--- config.mk ---
export PLATFORM = sky130hd
export DESIGN_NAME = dtc_ctrl
export DESIGN_NICKNAME = d
export VERILOG_FILES = /design/src/shared/dtc_pkg.sv /design/src/shared/dtc_cost_if.sv /design/src/verilog/dtc_cost.sv /design/src/verilog/dtc_ctrl.sv
export VERILOG_INCLUDE_DIRS = /design/src /design/src/shared
export SDC_FILE = /design/constraint.sdc
export NUM_CORES = 1
export LEC_CHECK = 0
export ABC_CLOCK_PERIOD_IN_PS = 2500
export BUFFER_PORTS_ARGS = -buffer_cell sky130_fd_sc_hd__buf_2
export CELL_PAD_IN_SITES_DETAIL_PLACEMENT = 0
export CELL_PAD_IN_SITES_GLOBAL_PLACEMENT = 2
export CORE_ASPECT_RATIO = 2
export CORE_MARGIN = 3
export CORE_UTILIZATION = 33
export CTS_CLUSTER_SIZE = 40
export DETAILED_ROUTE_END_ITERATION = 12
export GPL_ROUTABILITY_DRIVEN = 0
export HOLD_SLACK_MARGIN = 0.02
export PLACE_DENSITY = 0.73
export SLEW_MARGIN = 20
export SYNTH_ARGS = -nofsm -noshare
export SYNTH_HDL_FRONTEND = slang
export SYNTH_HIERARCHICAL = 1
export SYNTH_SLANG_ARGS = --single-unit
--- constraint.sdc ---
create_clock -name REF_CLK -period 2.5 [get_ports REF_CLK]
set_input_delay 0.375 -clock REF_CLK [delete_from_list [all_inputs] [get_ports REF_CLK]]
set_output_delay 0.375 -clock REF_CLK [all_outputs]
set_load 0.05 [all_outputs]
--- src/shared/dtc_regs.svh ---
// constants for the dma transfer-cycle control block
`ifndef DTC_REGS_SVH
`define DTC_REGS_SVH
`define DTC_NCH          4
`define DTC_CNT_W        16
`define DTC_J_INT        3'h1
`define DTC_K_INT        3'h1
`define DTC_J_SFR        3'h2
`define DTC_K_SFR        3'h2
`define DTC_J_EXT0       3'h1
`define DTC_K_EXT0       3'h2
`define DTC_WAIT_BASE    3'h1
`define DTC_CTL_EN_BIT   0
`define DTC_CTL_RQ_BIT   1
`endif

--- src/shared/dtc_pkg.sv ---
// types for the dma transfer-cycle control block
package dtc_pkg;
  typedef enum logic [1:0] {
    DTC_AREA_INT = 2'h0,
    DTC_AREA_SFR = 2'h1,
    DTC_AREA_EXT = 2'h2
  } dtc_area_t;

  typedef enum logic [2:0] {
    DTC_IDLE  = 3'h0,
    DTC_READ  = 3'h1,
    DTC_WRITE = 3'h3,
    DTC_GAP   = 3'h2
  } dtc_state_t;
endpackage : dtc_pkg

--- src/shared/dtc_cost_if.sv ---
// request and answer of the per-side bus-cycle weight lookup
`timescale 1ns/1ps
`default_nettype none
interface dtc_cost_if;
  import dtc_pkg::*;
  dtc_area_t  area;
  logic [1:0] waits;
  logic       is_write;
  logic [2:0] weight;
  modport user (output area, output waits, output is_write, input weight);
  modport calc (input area, input waits, input is_write, output weight);
endinterface : dtc_cost_if
`default_nettype wire

--- src/verilog/dtc_cost.sv ---
// weight of one read or write bus cycle by target area
`timescale 1ns/1ps
`default_nettype none
`include "dtc_regs.svh"
module dtc_cost
  import dtc_pkg::*;
(
  dtc_cost_if.calc c
);
  wire [2:0] ext_w;
  // waits come from the chip-select wait setting
  assign ext_w = (c.waits == 2'h0) ? (c.is_write ? `DTC_K_EXT0 : `DTC_J_EXT0)
               : (`DTC_WAIT_BASE + {1'b0, c.waits});
  assign c.weight = (c.area == DTC_AREA_SFR) ? (c.is_write ? `DTC_K_SFR : `DTC_J_SFR)
                  : (c.area == DTC_AREA_EXT) ? ext_w
                  : (c.is_write ? `DTC_K_INT : `DTC_J_INT);
endmodule : dtc_cost
`default_nettype wire

--- src/verilog/dtc_ctrl.sv ---
// four-channel dma transfer-cycle accounting and request control
//
// Behaviour
// - byte unit: one read, one write; word: one each only if even on 16-bit bus
// - read weight j, write weight k from area and external wait count
// - external wait count comes from the chip-select wait setting
// - writing one to pending keeps it; writing zero clears it
// - channel 0 first then 1,2,3; one cpu access between channel transfers
// - pending bit clears on the same edge that the channel's transfer starts, unless that channel's request is high in that cycle
// - each unit is a source read cycle then a destination write cycle
// - in expansion modes internal areas also use the bus-width pin width
`timescale 1ns/1ps
`default_nettype none
`include "dtc_regs.svh"
module dtc_ctrl
  import dtc_pkg::*;
(
  // clock and reset
  input  wire logic        REF_CLK,
  input  wire logic        RESETN,
  // software control write
  input  wire logic        CTL_WR,
  input  wire logic [1:0]  CTL_CH,
  input  wire logic        CTL_EN,
  input  wire logic        CTL_RQ,
  // transfer requests and count loading
  input  wire logic [3:0]  REQ_IN,
  input  wire logic        CNT_LOAD,
  input  wire logic [15:0] CNT_VAL,
  // transfer configuration
  input  wire logic        UNIT_BYTE,
  input  wire logic        BUS8,
  input  wire logic        EXP_MODE,
  input  wire logic        SRC_ODD,
  input  wire logic        DST_ODD,
  input  wire logic [1:0]  SRC_AREA,
  input  wire logic [1:0]  DST_AREA,
  input  wire logic [1:0]  WAIT_CFG,
  // status
  output logic [3:0]       CH_EN,
  output logic [3:0]       CH_PEND,
  output logic             BUS_BUSY,
  output logic             RD_CYC,
  output logic             WR_CYC,
  output logic [1:0]       ACT_CH,
  output logic [15:0]      CNT_OUT,
  output logic [4:0]       UNIT_CYCLES
);
  dtc_cost_if cr ();
  dtc_cost_if cw ();

  dtc_state_t  st_r, st_nxt;
  logic [3:0]  en_r, pend_r;
  logic [1:0]  ch_r;
  logic [2:0]  wt_r;
  logic        part_r;
  logic [15:0] cnt_r [`DTC_NCH];
  logic [15:0] cnt_out_r;
  logic [4:0]  ucyc_r;
  logic        busy_r, rd_r, wr_r;

  wire        bus8_eff;
  wire        two_cyc;
  wire [3:0]  ready;
  wire        any_ready;
  wire [1:0]  pick;
  wire [2:0]  rw_w;
  wire [2:0]  ww_w;
  wire [4:0]  unit_total;
  wire        wt_done;
  wire        last_part;

  // bus-width pin only matters outside single-chip mode
  assign bus8_eff  = EXP_MODE & BUS8;
  assign two_cyc   = ~UNIT_BYTE & (bus8_eff | SRC_ODD | DST_ODD);
  assign ready     = en_r & pend_r;
  assign any_ready = |ready;
  assign pick      = ready[0] ? 2'h0 : ready[1] ? 2'h1 : ready[2] ? 2'h2 : 2'h3;

  assign cr.area     = dtc_area_t'(SRC_AREA);
  assign cr.waits    = WAIT_CFG;
  assign cr.is_write = 1'b0;
  assign cw.area     = dtc_area_t'(DST_AREA);
  assign cw.waits    = WAIT_CFG;
  assign cw.is_write = 1'b1;
  assign rw_w        = cr.weight;
  assign ww_w        = cw.weight;

  dtc_cost u_rd (.c(cr.calc));
  dtc_cost u_wr (.c(cw.calc));

  // read cycles x j + write cycles x k
  // widened first so two four-weight halves cannot wrap
  assign unit_total = two_cyc ? ({1'b0, rw_w, 1'b0} + {1'b0, ww_w, 1'b0})
                              : 5'({2'h0, rw_w} + {2'h0, ww_w});
  assign wt_done    = (wt_r == 3'h1);
  assign last_part  = ~two_cyc | part_r;

  always_comb
  begin
    st_nxt = st_r;
    case (st_r)
      DTC_IDLE:  if (any_ready) st_nxt = DTC_READ;
      DTC_READ:  if (wt_done & last_part) st_nxt = DTC_WRITE;
      DTC_WRITE: if (wt_done & last_part) st_nxt = DTC_GAP;
      DTC_GAP:   st_nxt = DTC_IDLE;
      default:   st_nxt = DTC_IDLE;
    endcase
  end

  always_ff @(posedge REF_CLK)
  begin
    if (!RESETN)
    begin
      st_r   <= DTC_IDLE;
      ch_r   <= 2'h0;
      wt_r   <= 3'h0;
      part_r <= 1'b0;
    end
    else
    begin
      st_r <= st_nxt;
      if (st_r == DTC_IDLE && any_ready)
      begin
        ch_r   <= pick;
        wt_r   <= rw_w;
        part_r <= 1'b0;
      end
      else if (st_r == DTC_READ || st_r == DTC_WRITE)
      begin
        if (!wt_done)
          wt_r <= wt_r - 3'h1;
        else if (!last_part)
        begin
          part_r <= 1'b1;
          wt_r   <= (st_r == DTC_READ) ? rw_w : ww_w;
        end
        else
        begin
          part_r <= 1'b0;
          wt_r   <= ww_w;
        end
      end
    end
  end

  // per-channel enable, pending and count
  genvar g;
  generate
    for (g = 0; g < `DTC_NCH; g++)
    begin : g_ch
      wire wr_me = CTL_WR & (CTL_CH == 2'(g));
      wire start = (st_r == DTC_IDLE) & any_ready & (pick == 2'(g));
      wire done  = (st_r == DTC_WRITE) & wt_done & last_part & (ch_r == 2'(g));
      always_ff @(posedge REF_CLK)
      begin
        if (!RESETN)
        begin
          en_r[g]   <= 1'b0;
          pend_r[g] <= 1'b0;
          cnt_r[g]  <= 16'h0000;
        end
        else
        begin
          if (wr_me)
            en_r[g] <= CTL_EN;
          // request wins over a software clear in the same cycle
          if (REQ_IN[g])
            pend_r[g] <= 1'b1;
          else if (start)
            pend_r[g] <= 1'b0;
          else if (wr_me && !CTL_RQ)
            pend_r[g] <= 1'b0;
          if (CNT_LOAD && CTL_CH == 2'(g))
            cnt_r[g] <= CNT_VAL;
          else if (done)
            cnt_r[g] <= cnt_r[g] - 16'h0001;
        end
      end
    end
  endgenerate

  always_ff @(posedge REF_CLK)
  begin
    if (!RESETN)
    begin
      busy_r    <= 1'b0;
      rd_r      <= 1'b0;
      wr_r      <= 1'b0;
      cnt_out_r <= 16'h0000;
      ucyc_r    <= 5'h00;
    end
    else
    begin
      busy_r    <= (st_nxt == DTC_READ) | (st_nxt == DTC_WRITE);
      rd_r      <= (st_nxt == DTC_READ);
      wr_r      <= (st_nxt == DTC_WRITE);
      // readback lets software check for the initial state after enabling
      cnt_out_r <= cnt_r[CTL_CH];
      ucyc_r    <= unit_total;
    end
  end

  assign CH_EN       = en_r;
  assign CH_PEND     = pend_r;
  assign BUS_BUSY    = busy_r;
  assign RD_CYC      = rd_r;
  assign WR_CYC      = wr_r;
  assign ACT_CH      = ch_r;
  assign CNT_OUT     = cnt_out_r;
  assign UNIT_CYCLES = ucyc_r;
endmodule : dtc_ctrl
`default_nettype wire
==> results of run 1 <==
## cells by family (layout without fill, tap and decap cells)
family | count (synthesis) | count (layout)
AOI/OAI and AO/OA | 100 | 100
xor gates and xnor gates | 57 | 57
adders and majority gates | 14 | 14
buffers and inverters | 49 | 135
DFF | 105 | 105
muxes | 24 | 24
other | 2 | 5
and+or+nand+nor | 256 | 256
## final cells by class
cell class              instances  area [µm²]  share of cell area [%]
multi-input cells             456        2999                   43.00
flip-flops and latches        105        2743                   39.32
repair buffers                 96       578.1                   8.287
well taps                     210       262.8                   3.767
clock buffers                  11       254.0                   3.641
inverters                      23       86.33                   1.238
clock inverters                 5       52.55                  0.7534
## state kept, by name, summed over array words and instances, names as in the netlist, 2 cells and up
| register | flops |
|---|---|
| cnt_r | 64 |
| CNT_OUT | 16 |
| UNIT_CYCLES | 5 |
| CH_EN | 4 |
| CH_PEND | 4 |
| st_r | 3 |
| wt_r | 3 |
| ACT_CH | 2 |
## layout by cell type (no fill, tap or decap), types with 2 or more instances in the layout
| master | instances |
|---|---|
| a221oi_1 | 3 |
| o21a_1 | 2 |
| nor3b_1 | 4 |
| xor2_1 | 18 |
| nor3_1 | 21 |
| xnor2_1 | 39 |
| o21ai_0 | 64 |
| ha_1 | 13 |
| nor4_1 | 8 |
| buf_12 | 3 |
| nor4_2 | 2 |
| clkinv_2 | 2 |
| nor2_1 | 39 |
| nand2b_1 | 10 |
| conb_1 | 5 |
| nor3_2 | 2 |
| buf_2 | 72 |
| a21oi_1 | 10 |
| clkbuf_16 | 10 |
| dfxtp_1 | 41 |
| o21ai_1 | 3 |
| a211oi_1 | 5 |
| nand2_1 | 97 |
| and2_1 | 20 |
| inv_1 | 23 |
| mux4_2 | 15 |
| nand4b_1 | 4 |
| buf_4 | 21 |
| edfxtp_1 | 64 |
| nor2b_1 | 6 |
| nand3_1 | 19 |
| and3_1 | 2 |
| mux2i_1 | 7 |
| a31oi_1 | 4 |
| nand4_1 | 3 |
| or3_1 | 10 |
| o221ai_1 | 2 |
| o2111ai_1 | 2 |
## power groups by stage
stage                     registers (W)  logic, W  clock network [W]
after global placement          0.00210  0.000667                  0
after floorplan                 0.00220  0.000332                  0
after detailed placement        0.00210  0.000673                  0
after global routing            0.00208  0.000725            0.00157
final                           0.00206  0.000667            0.00148
after CTS                       0.00206  0.000676            0.00151
## worst max-delay path, stage by stage (launching register included)
cell,delay [ns]
edfxtp_1,0.42
inv_1,0.08
ha_1,0.19
or4b_4,0.51
or3b_4,0.44
nor3_4,0.17
xnor2_1,0.15
o21ai_2,0.06
## through the flow
stage	area [µm²]	power (W)	hold WS (ns)	worst slack [ns]	utilization [%]
4_1_cts	6975	0.004251	0.2304	0.2218	39.99
6_report	6975	0.004206	0.2358	0.2273	39.99
2_1_floorplan	5936	0.002530	0.4957	0.1046	-
3_3_place_gp	6669	0.002765	0.4824	0.1902	38.24
3_5_place_dp	6669	0.002775	0.4866	0.1154	38.24
5_1_grt	6975	0.004377	0.2357	0.1313	39.99
## layer usage
metal | GRT usage, % | routed length, µm
met1 | 19.10 | 6453
met2 | 33.48 | 9542
met3 | 2.217 | 566
met4 | 6.397 | 408
met5 | 0 | 0
## worst max path at each step
stage,startpoint,endpoint,slack [ns],cells after the start
global placement,WAIT_CFG[0],UNIT_CYCLES[3]$_SDFF_PN0_,0.19,11
finish,cnt_r[2][0]$_SDFFCE_PN0P_,cnt_r[2][14]$_SDFFCE_PN0P_,0.23,7
global route,cnt_r[2][0]$_SDFFCE_PN0P_,cnt_r[2][14]$_SDFFCE_PN0P_,0.13,7
detailed placement,WAIT_CFG[0],UNIT_CYCLES[3]$_SDFF_PN0_,0.12,11
floorplan,wt_r[0]$_SDFFE_PN0P_,cnt_r[1][0]$_DFFE_PP_,0.10,7
CTS,cnt_r[2][0]$_SDFFCE_PN0P_,cnt_r[2][14]$_SDFFCE_PN0P_,0.22,7
==> metrics, run 1 <==
status finished, final reports clean; root cell of the clock tree clkbuf_16; maximum vdd ir drop 0.3005 mV; Yosys reg bits 105; vias in the first global route 4939; net load switching power 0.001159 W; clock group share of total power 35.1%; pin count of the biggest net entering global routing 23; placed cells 890; Worst Path Class, Setup reg -> reg; hold buffers post-CTS 0; Slew Viols, Final 0; post-synthesis xor/xnor area fraction 8.427%; Finish-stage setup viols 0; Layout Nets 744; Mapped Area 5924 µm²; Worst R2R Path Depth 7; Num CTS Buffers 9; Avg Vias per Cell 5.230; Req. time, crit path 2.60 ns; Post-Syn Instances 607; global-route wire length before repair 26600 µm; Post-Route WL 16970 µm; Clk Latency, worst-skew pair 0.35 ns; row count 68; cts repair resizes 0; Die ar. 19690 µm²; final setup TNS 0 ns; Core Area 17440 µm²; Syn. warnings 6; fraction of layout cells with a size suffix above 1 19.68%; Final Instance Count excl. Fillers 906; post-synthesis sequential area ratio 46.29%; r2r startpoint cnt_r[2][0]$_SDFFCE_PN0P_; R2R Setup Slk 0.23 ns; antenna-violating nets left 0; antenna cells 0; Hold Crit Class in -> reg; Port Buffers 72; Tcrit/Tclk final 90.91%; H-tree depth 3; via count 4738; die height 195.5 µm; simple-gate share of the synthesized area 21.73%; Post-synth top cells nand2_1 (97), edfxtp_1 (64), o21ai_0 (64); Post-synth EDFFs 64; internal power 0.003047 W; Synth top area share 32.44%; DIE WIDTH 100.7 µm; worst-path fanout max 4; Post-Synth Adder-Cell Area 3.083%; ys async rst share 0%; CP Capture Type flop; Wirelength per Cell 18.73 µm; HPWL after DPL 13110 µm; clk buf depth 2; Hold Path End CH_PEND[1]$_SDFFE_PN0P_; Fin. Hold Viols 0; Worst Setup Start Kind flop; Reg-to-Reg End cnt_r[2][14]$_SDFFCE_PN0P_; sw frac 27.55%; Lkg Pwr 2.577 nW; ys flop type edfxtp_1; f_max 0.4400 GHz; clock-pin transition on the worst setup and hold timing paths 0.07 ns; CTS tree yes; mux contribution to synthesized area 7.518%; DRC viols 0; Arrival @ worst endpoint 2.37 ns; post-CTS setup buffers 0; Top-Level Pins 73; GRT Resource Usage Total 17.56%; most frequent cell after synthesis nand2_1; largest family of logic cells by synthesized area simple AND/OR/NAND/NOR gates; Gate power share 15.9%; Overflow after GRT 0; Hold Startpoint REQ_IN[1]; DR pass1 iterations 4; syn avg cell area 9.760 µm²; Synth-to-Final Area Change 17.74%; Power Dens Cells 603.0 nW/µm²; RSZ-0062 raised after global routing false; First DRT Iteration DRCs 200; cell taking the most area after synthesis edfxtp_1; Final min period 2.273 ns; initial core utilization 33.97%; worst hold path cell count 3; Slew headroom 57.96%; largest cells by area after synthesis edfxtp_1 (32%), dfxtp_1 (14%), nand2_1 (6.1%), xnor2_1 (5.8%), mux4_2 (5.7%); Flop pwr share 49.1%; Netlist cell types 54; antenna violations before repair 0; Fill cells 1742; maxcap violations 0; skew final 0.01092 ns; Synth Area in Compound Gates 9.546%; Sink Count 105; Slew @ Worst Pin 0.6248 ns
No activity file was read; power rests on OpenSTA's default activity.
==> run 2: changes to the inputs <==
Settings changed: CORE_ASPECT_RATIO 2 to not set.
==> run 2 against run 1 <==
Combinational power about the same. Die area decreased by 0.49%. Flip-flop and latch count did not move. Register-to-register slack is essentially flat. Via count increased by 1.0%. Core utilization rose by 0.072 points. Sequential power barely moved. Clock skew increased by 0.0010 ns. Maximum frequency is 0.12% lower. Clock power fell by 3%. Design area hardly changed. Count of clock-buffer cells in the layout is 1 higher. Highest routed layer unchanged.
==> metrics, run 2 (synthesis gave the netlist of run 1 again) <==
status finished, final reports clean; area of the multi-input gates 3007 µm²; initial core utilization 34.02%; net load switching power 0.001168 W; cts repair resizes 0; Worst Setup Start Kind flop; worst path bufs/invs 1; Final Instance Count excl. Fillers 920; maximum vdd ir drop 0.3699 mV; commonest non-fill, non-tap cell in the layout nand2_1; GRT Resource Usage Total 17.23%; clock-pin transition on the worst setup and hold timing paths 0.07 ns; Slew Viols, Final 0; r2r startpoint cnt_r[1][6]$_DFFE_PP_; Hold Crit Class in -> reg; post-route cell area 6978 µm²; skew final 0.01194 ns; Num CTS Buffers 9; Post-Route WL 16420 µm; HPWL after DPL 12040 µm; DIE WIDTH 140.0 µm; DRC viols 0; post-CTS setup buffers 0; Flop pwr share 49.6%; Slew headroom 52.77%; worst hold path cell count 3; register area 2743 µm²; Fill cells 1764; Hold Path End CH_PEND[0]$_SDFFE_PN0P_; Power Dens Cells 596.4 nW/µm²; antenna cells 0; Gate power share 16.0%; global-route wire length before repair 26390 µm; Port Buffers 72; CP max stage delay 0.50 ns; RSZ-0062 raised after global routing false; Sink Count 105; root cell of the clock tree clkbuf_16; final setup TNS 0 ns; CP Capture Type flop; Finish-stage setup viols 0; fraction of layout cells with a size suffix above 1 19.71%; row count 48; sw frac 28.07%; Reg-to-Reg End cnt_r[1][15]$_DFFE_PP_; antenna-violating nets left 0; placed cells 904; R2R Setup Slk 0.22 ns; delay-heaviest family, CP simple AND/OR/NAND/NOR gates; Avg Vias per Cell 5.203; Layout Nets 743; Worst R2R Path Depth 6; Tcrit/Tclk final 91.02%; vias in the first global route 4742; Wirelength per Cell 17.85 µm; antenna violations before repair 0; Total Power 0.004162 W; Worst Path Class, Setup reg -> reg; Largest Register cnt_r; Slew @ Worst Pin 0.7078 ns; worst-path fanout max 5; max reg flops 64; via count 4787; CTS tree yes; Hold Startpoint REQ_IN[0]; Fin. Hold Viols 0; clock group share of total power 34.5%; Lkg Pwr 2.554 nW; pin count of the biggest net entering global routing 22; Final min period 2.276 ns; First DRT Iteration DRCs 290; Clk Latency, worst-skew pair 0.36 ns; Core Area 17420 µm²; Overflow after GRT 0; Crit-path slowest cell nor4b_1; most frequent cells in the layout nand2_1 (97), buf_2 (72), o21ai_0 (64), edfxtp_1 (64), dfxtp_1 (41); Top-Level Pins 73; Arrival @ worst endpoint 2.38 ns; clk buf depth 2; H-tree depth 3; f_max 0.4395 GHz; Die ar. 19600 µm²; Req. time, crit path 2.60 ns; maxcap violations 0; Synth-to-Final Area Change 17.78%; critical-path cell list nor4_2 > nand3b_1 > nor4b_1 > buf_4 > xnor2_1 > o21ai_0; hold buffers post-CTS 0; internal power 0.002994 W; WHS 0.2272 ns; die height 140.0 µm; Area after DPL 6685 µm²; DR pass1 iterations 5
run 2: worst register-to-register path, cell delays in order (launching register included):
cell	delay, ns
edfxtp_1	0.48
nor4_2	0.42
nand3b_1	0.23
nor4b_1	0.50
buf_4	0.20
xnor2_1	0.11
o21ai_0	0.09
run 2: through the flow:
stage / utilization (%) / setup WS (ns)
after floorplan: - / 0.1046
after global placement: 38.38 / 0.1922
after detailed placement: 38.38 / 0.08841
after CTS: 40.05 / 0.2057
after global routing: 40.06 / 0.03063
final: 40.06 / 0.2245
run 2: worst max path at each step:
stage	startpoint	endpoint	slack, ns	depth (start not counted)
detailed placement	WAIT_CFG[0]	UNIT_CYCLES[3]$_SDFF_PN0_	0.09	11
finish	cnt_r[1][6]$_DFFE_PP_	cnt_r[1][15]$_DFFE_PP_	0.22	6
CTS	cnt_r[1][8]$_DFFE_PP_	cnt_r[1][15]$_DFFE_PP_	0.21	6
global placement	WAIT_CFG[0]	UNIT_CYCLES[3]$_SDFF_PN0_	0.19	11
floorplan	wt_r[0]$_SDFFE_PN0P_	cnt_r[1][0]$_DFFE_PP_	0.10	7
global route	cnt_r[1][8]$_DFFE_PP_	cnt_r[1][15]$_DFFE_PP_	0.03	6
run 2: routing by layer:
layer	vias up	share of wire [%]	global-route usage [%]	routed length (µm)
met1	2314	45	23.33	7436
met3	17	5.6	2.902	915
met4	0	1.4	4.742	231
met5	-	0	0	0
met2	133	48	28.67	7838
li1	2323	-	-	-
run 2: power by group through the flow:
stage / registers (W) / clock network [W] / logic, W
final: 0.00206 / 0.00143 / 0.000664
after global routing: 0.00208 / 0.00154 / 0.000727
after CTS: 0.00206 / 0.00147 / 0.000674
after detailed placement: 0.00210 / 0 / 0.000670
after global placement: 0.00210 / 0 / 0.000664
after floorplan: 0.00220 / 0 / 0.000332
run 2: layout make-up:
type / instances / area share (%)
clock inverters: 4 / 0.7710
flip-flops and latches: 105 / 39.30
repair buffers: 95 / 8.176
well taps: 225 / 4.034
inverters: 23 / 1.237
multi-input cells: 456 / 43.09
clock buffers: 12 / 3.389
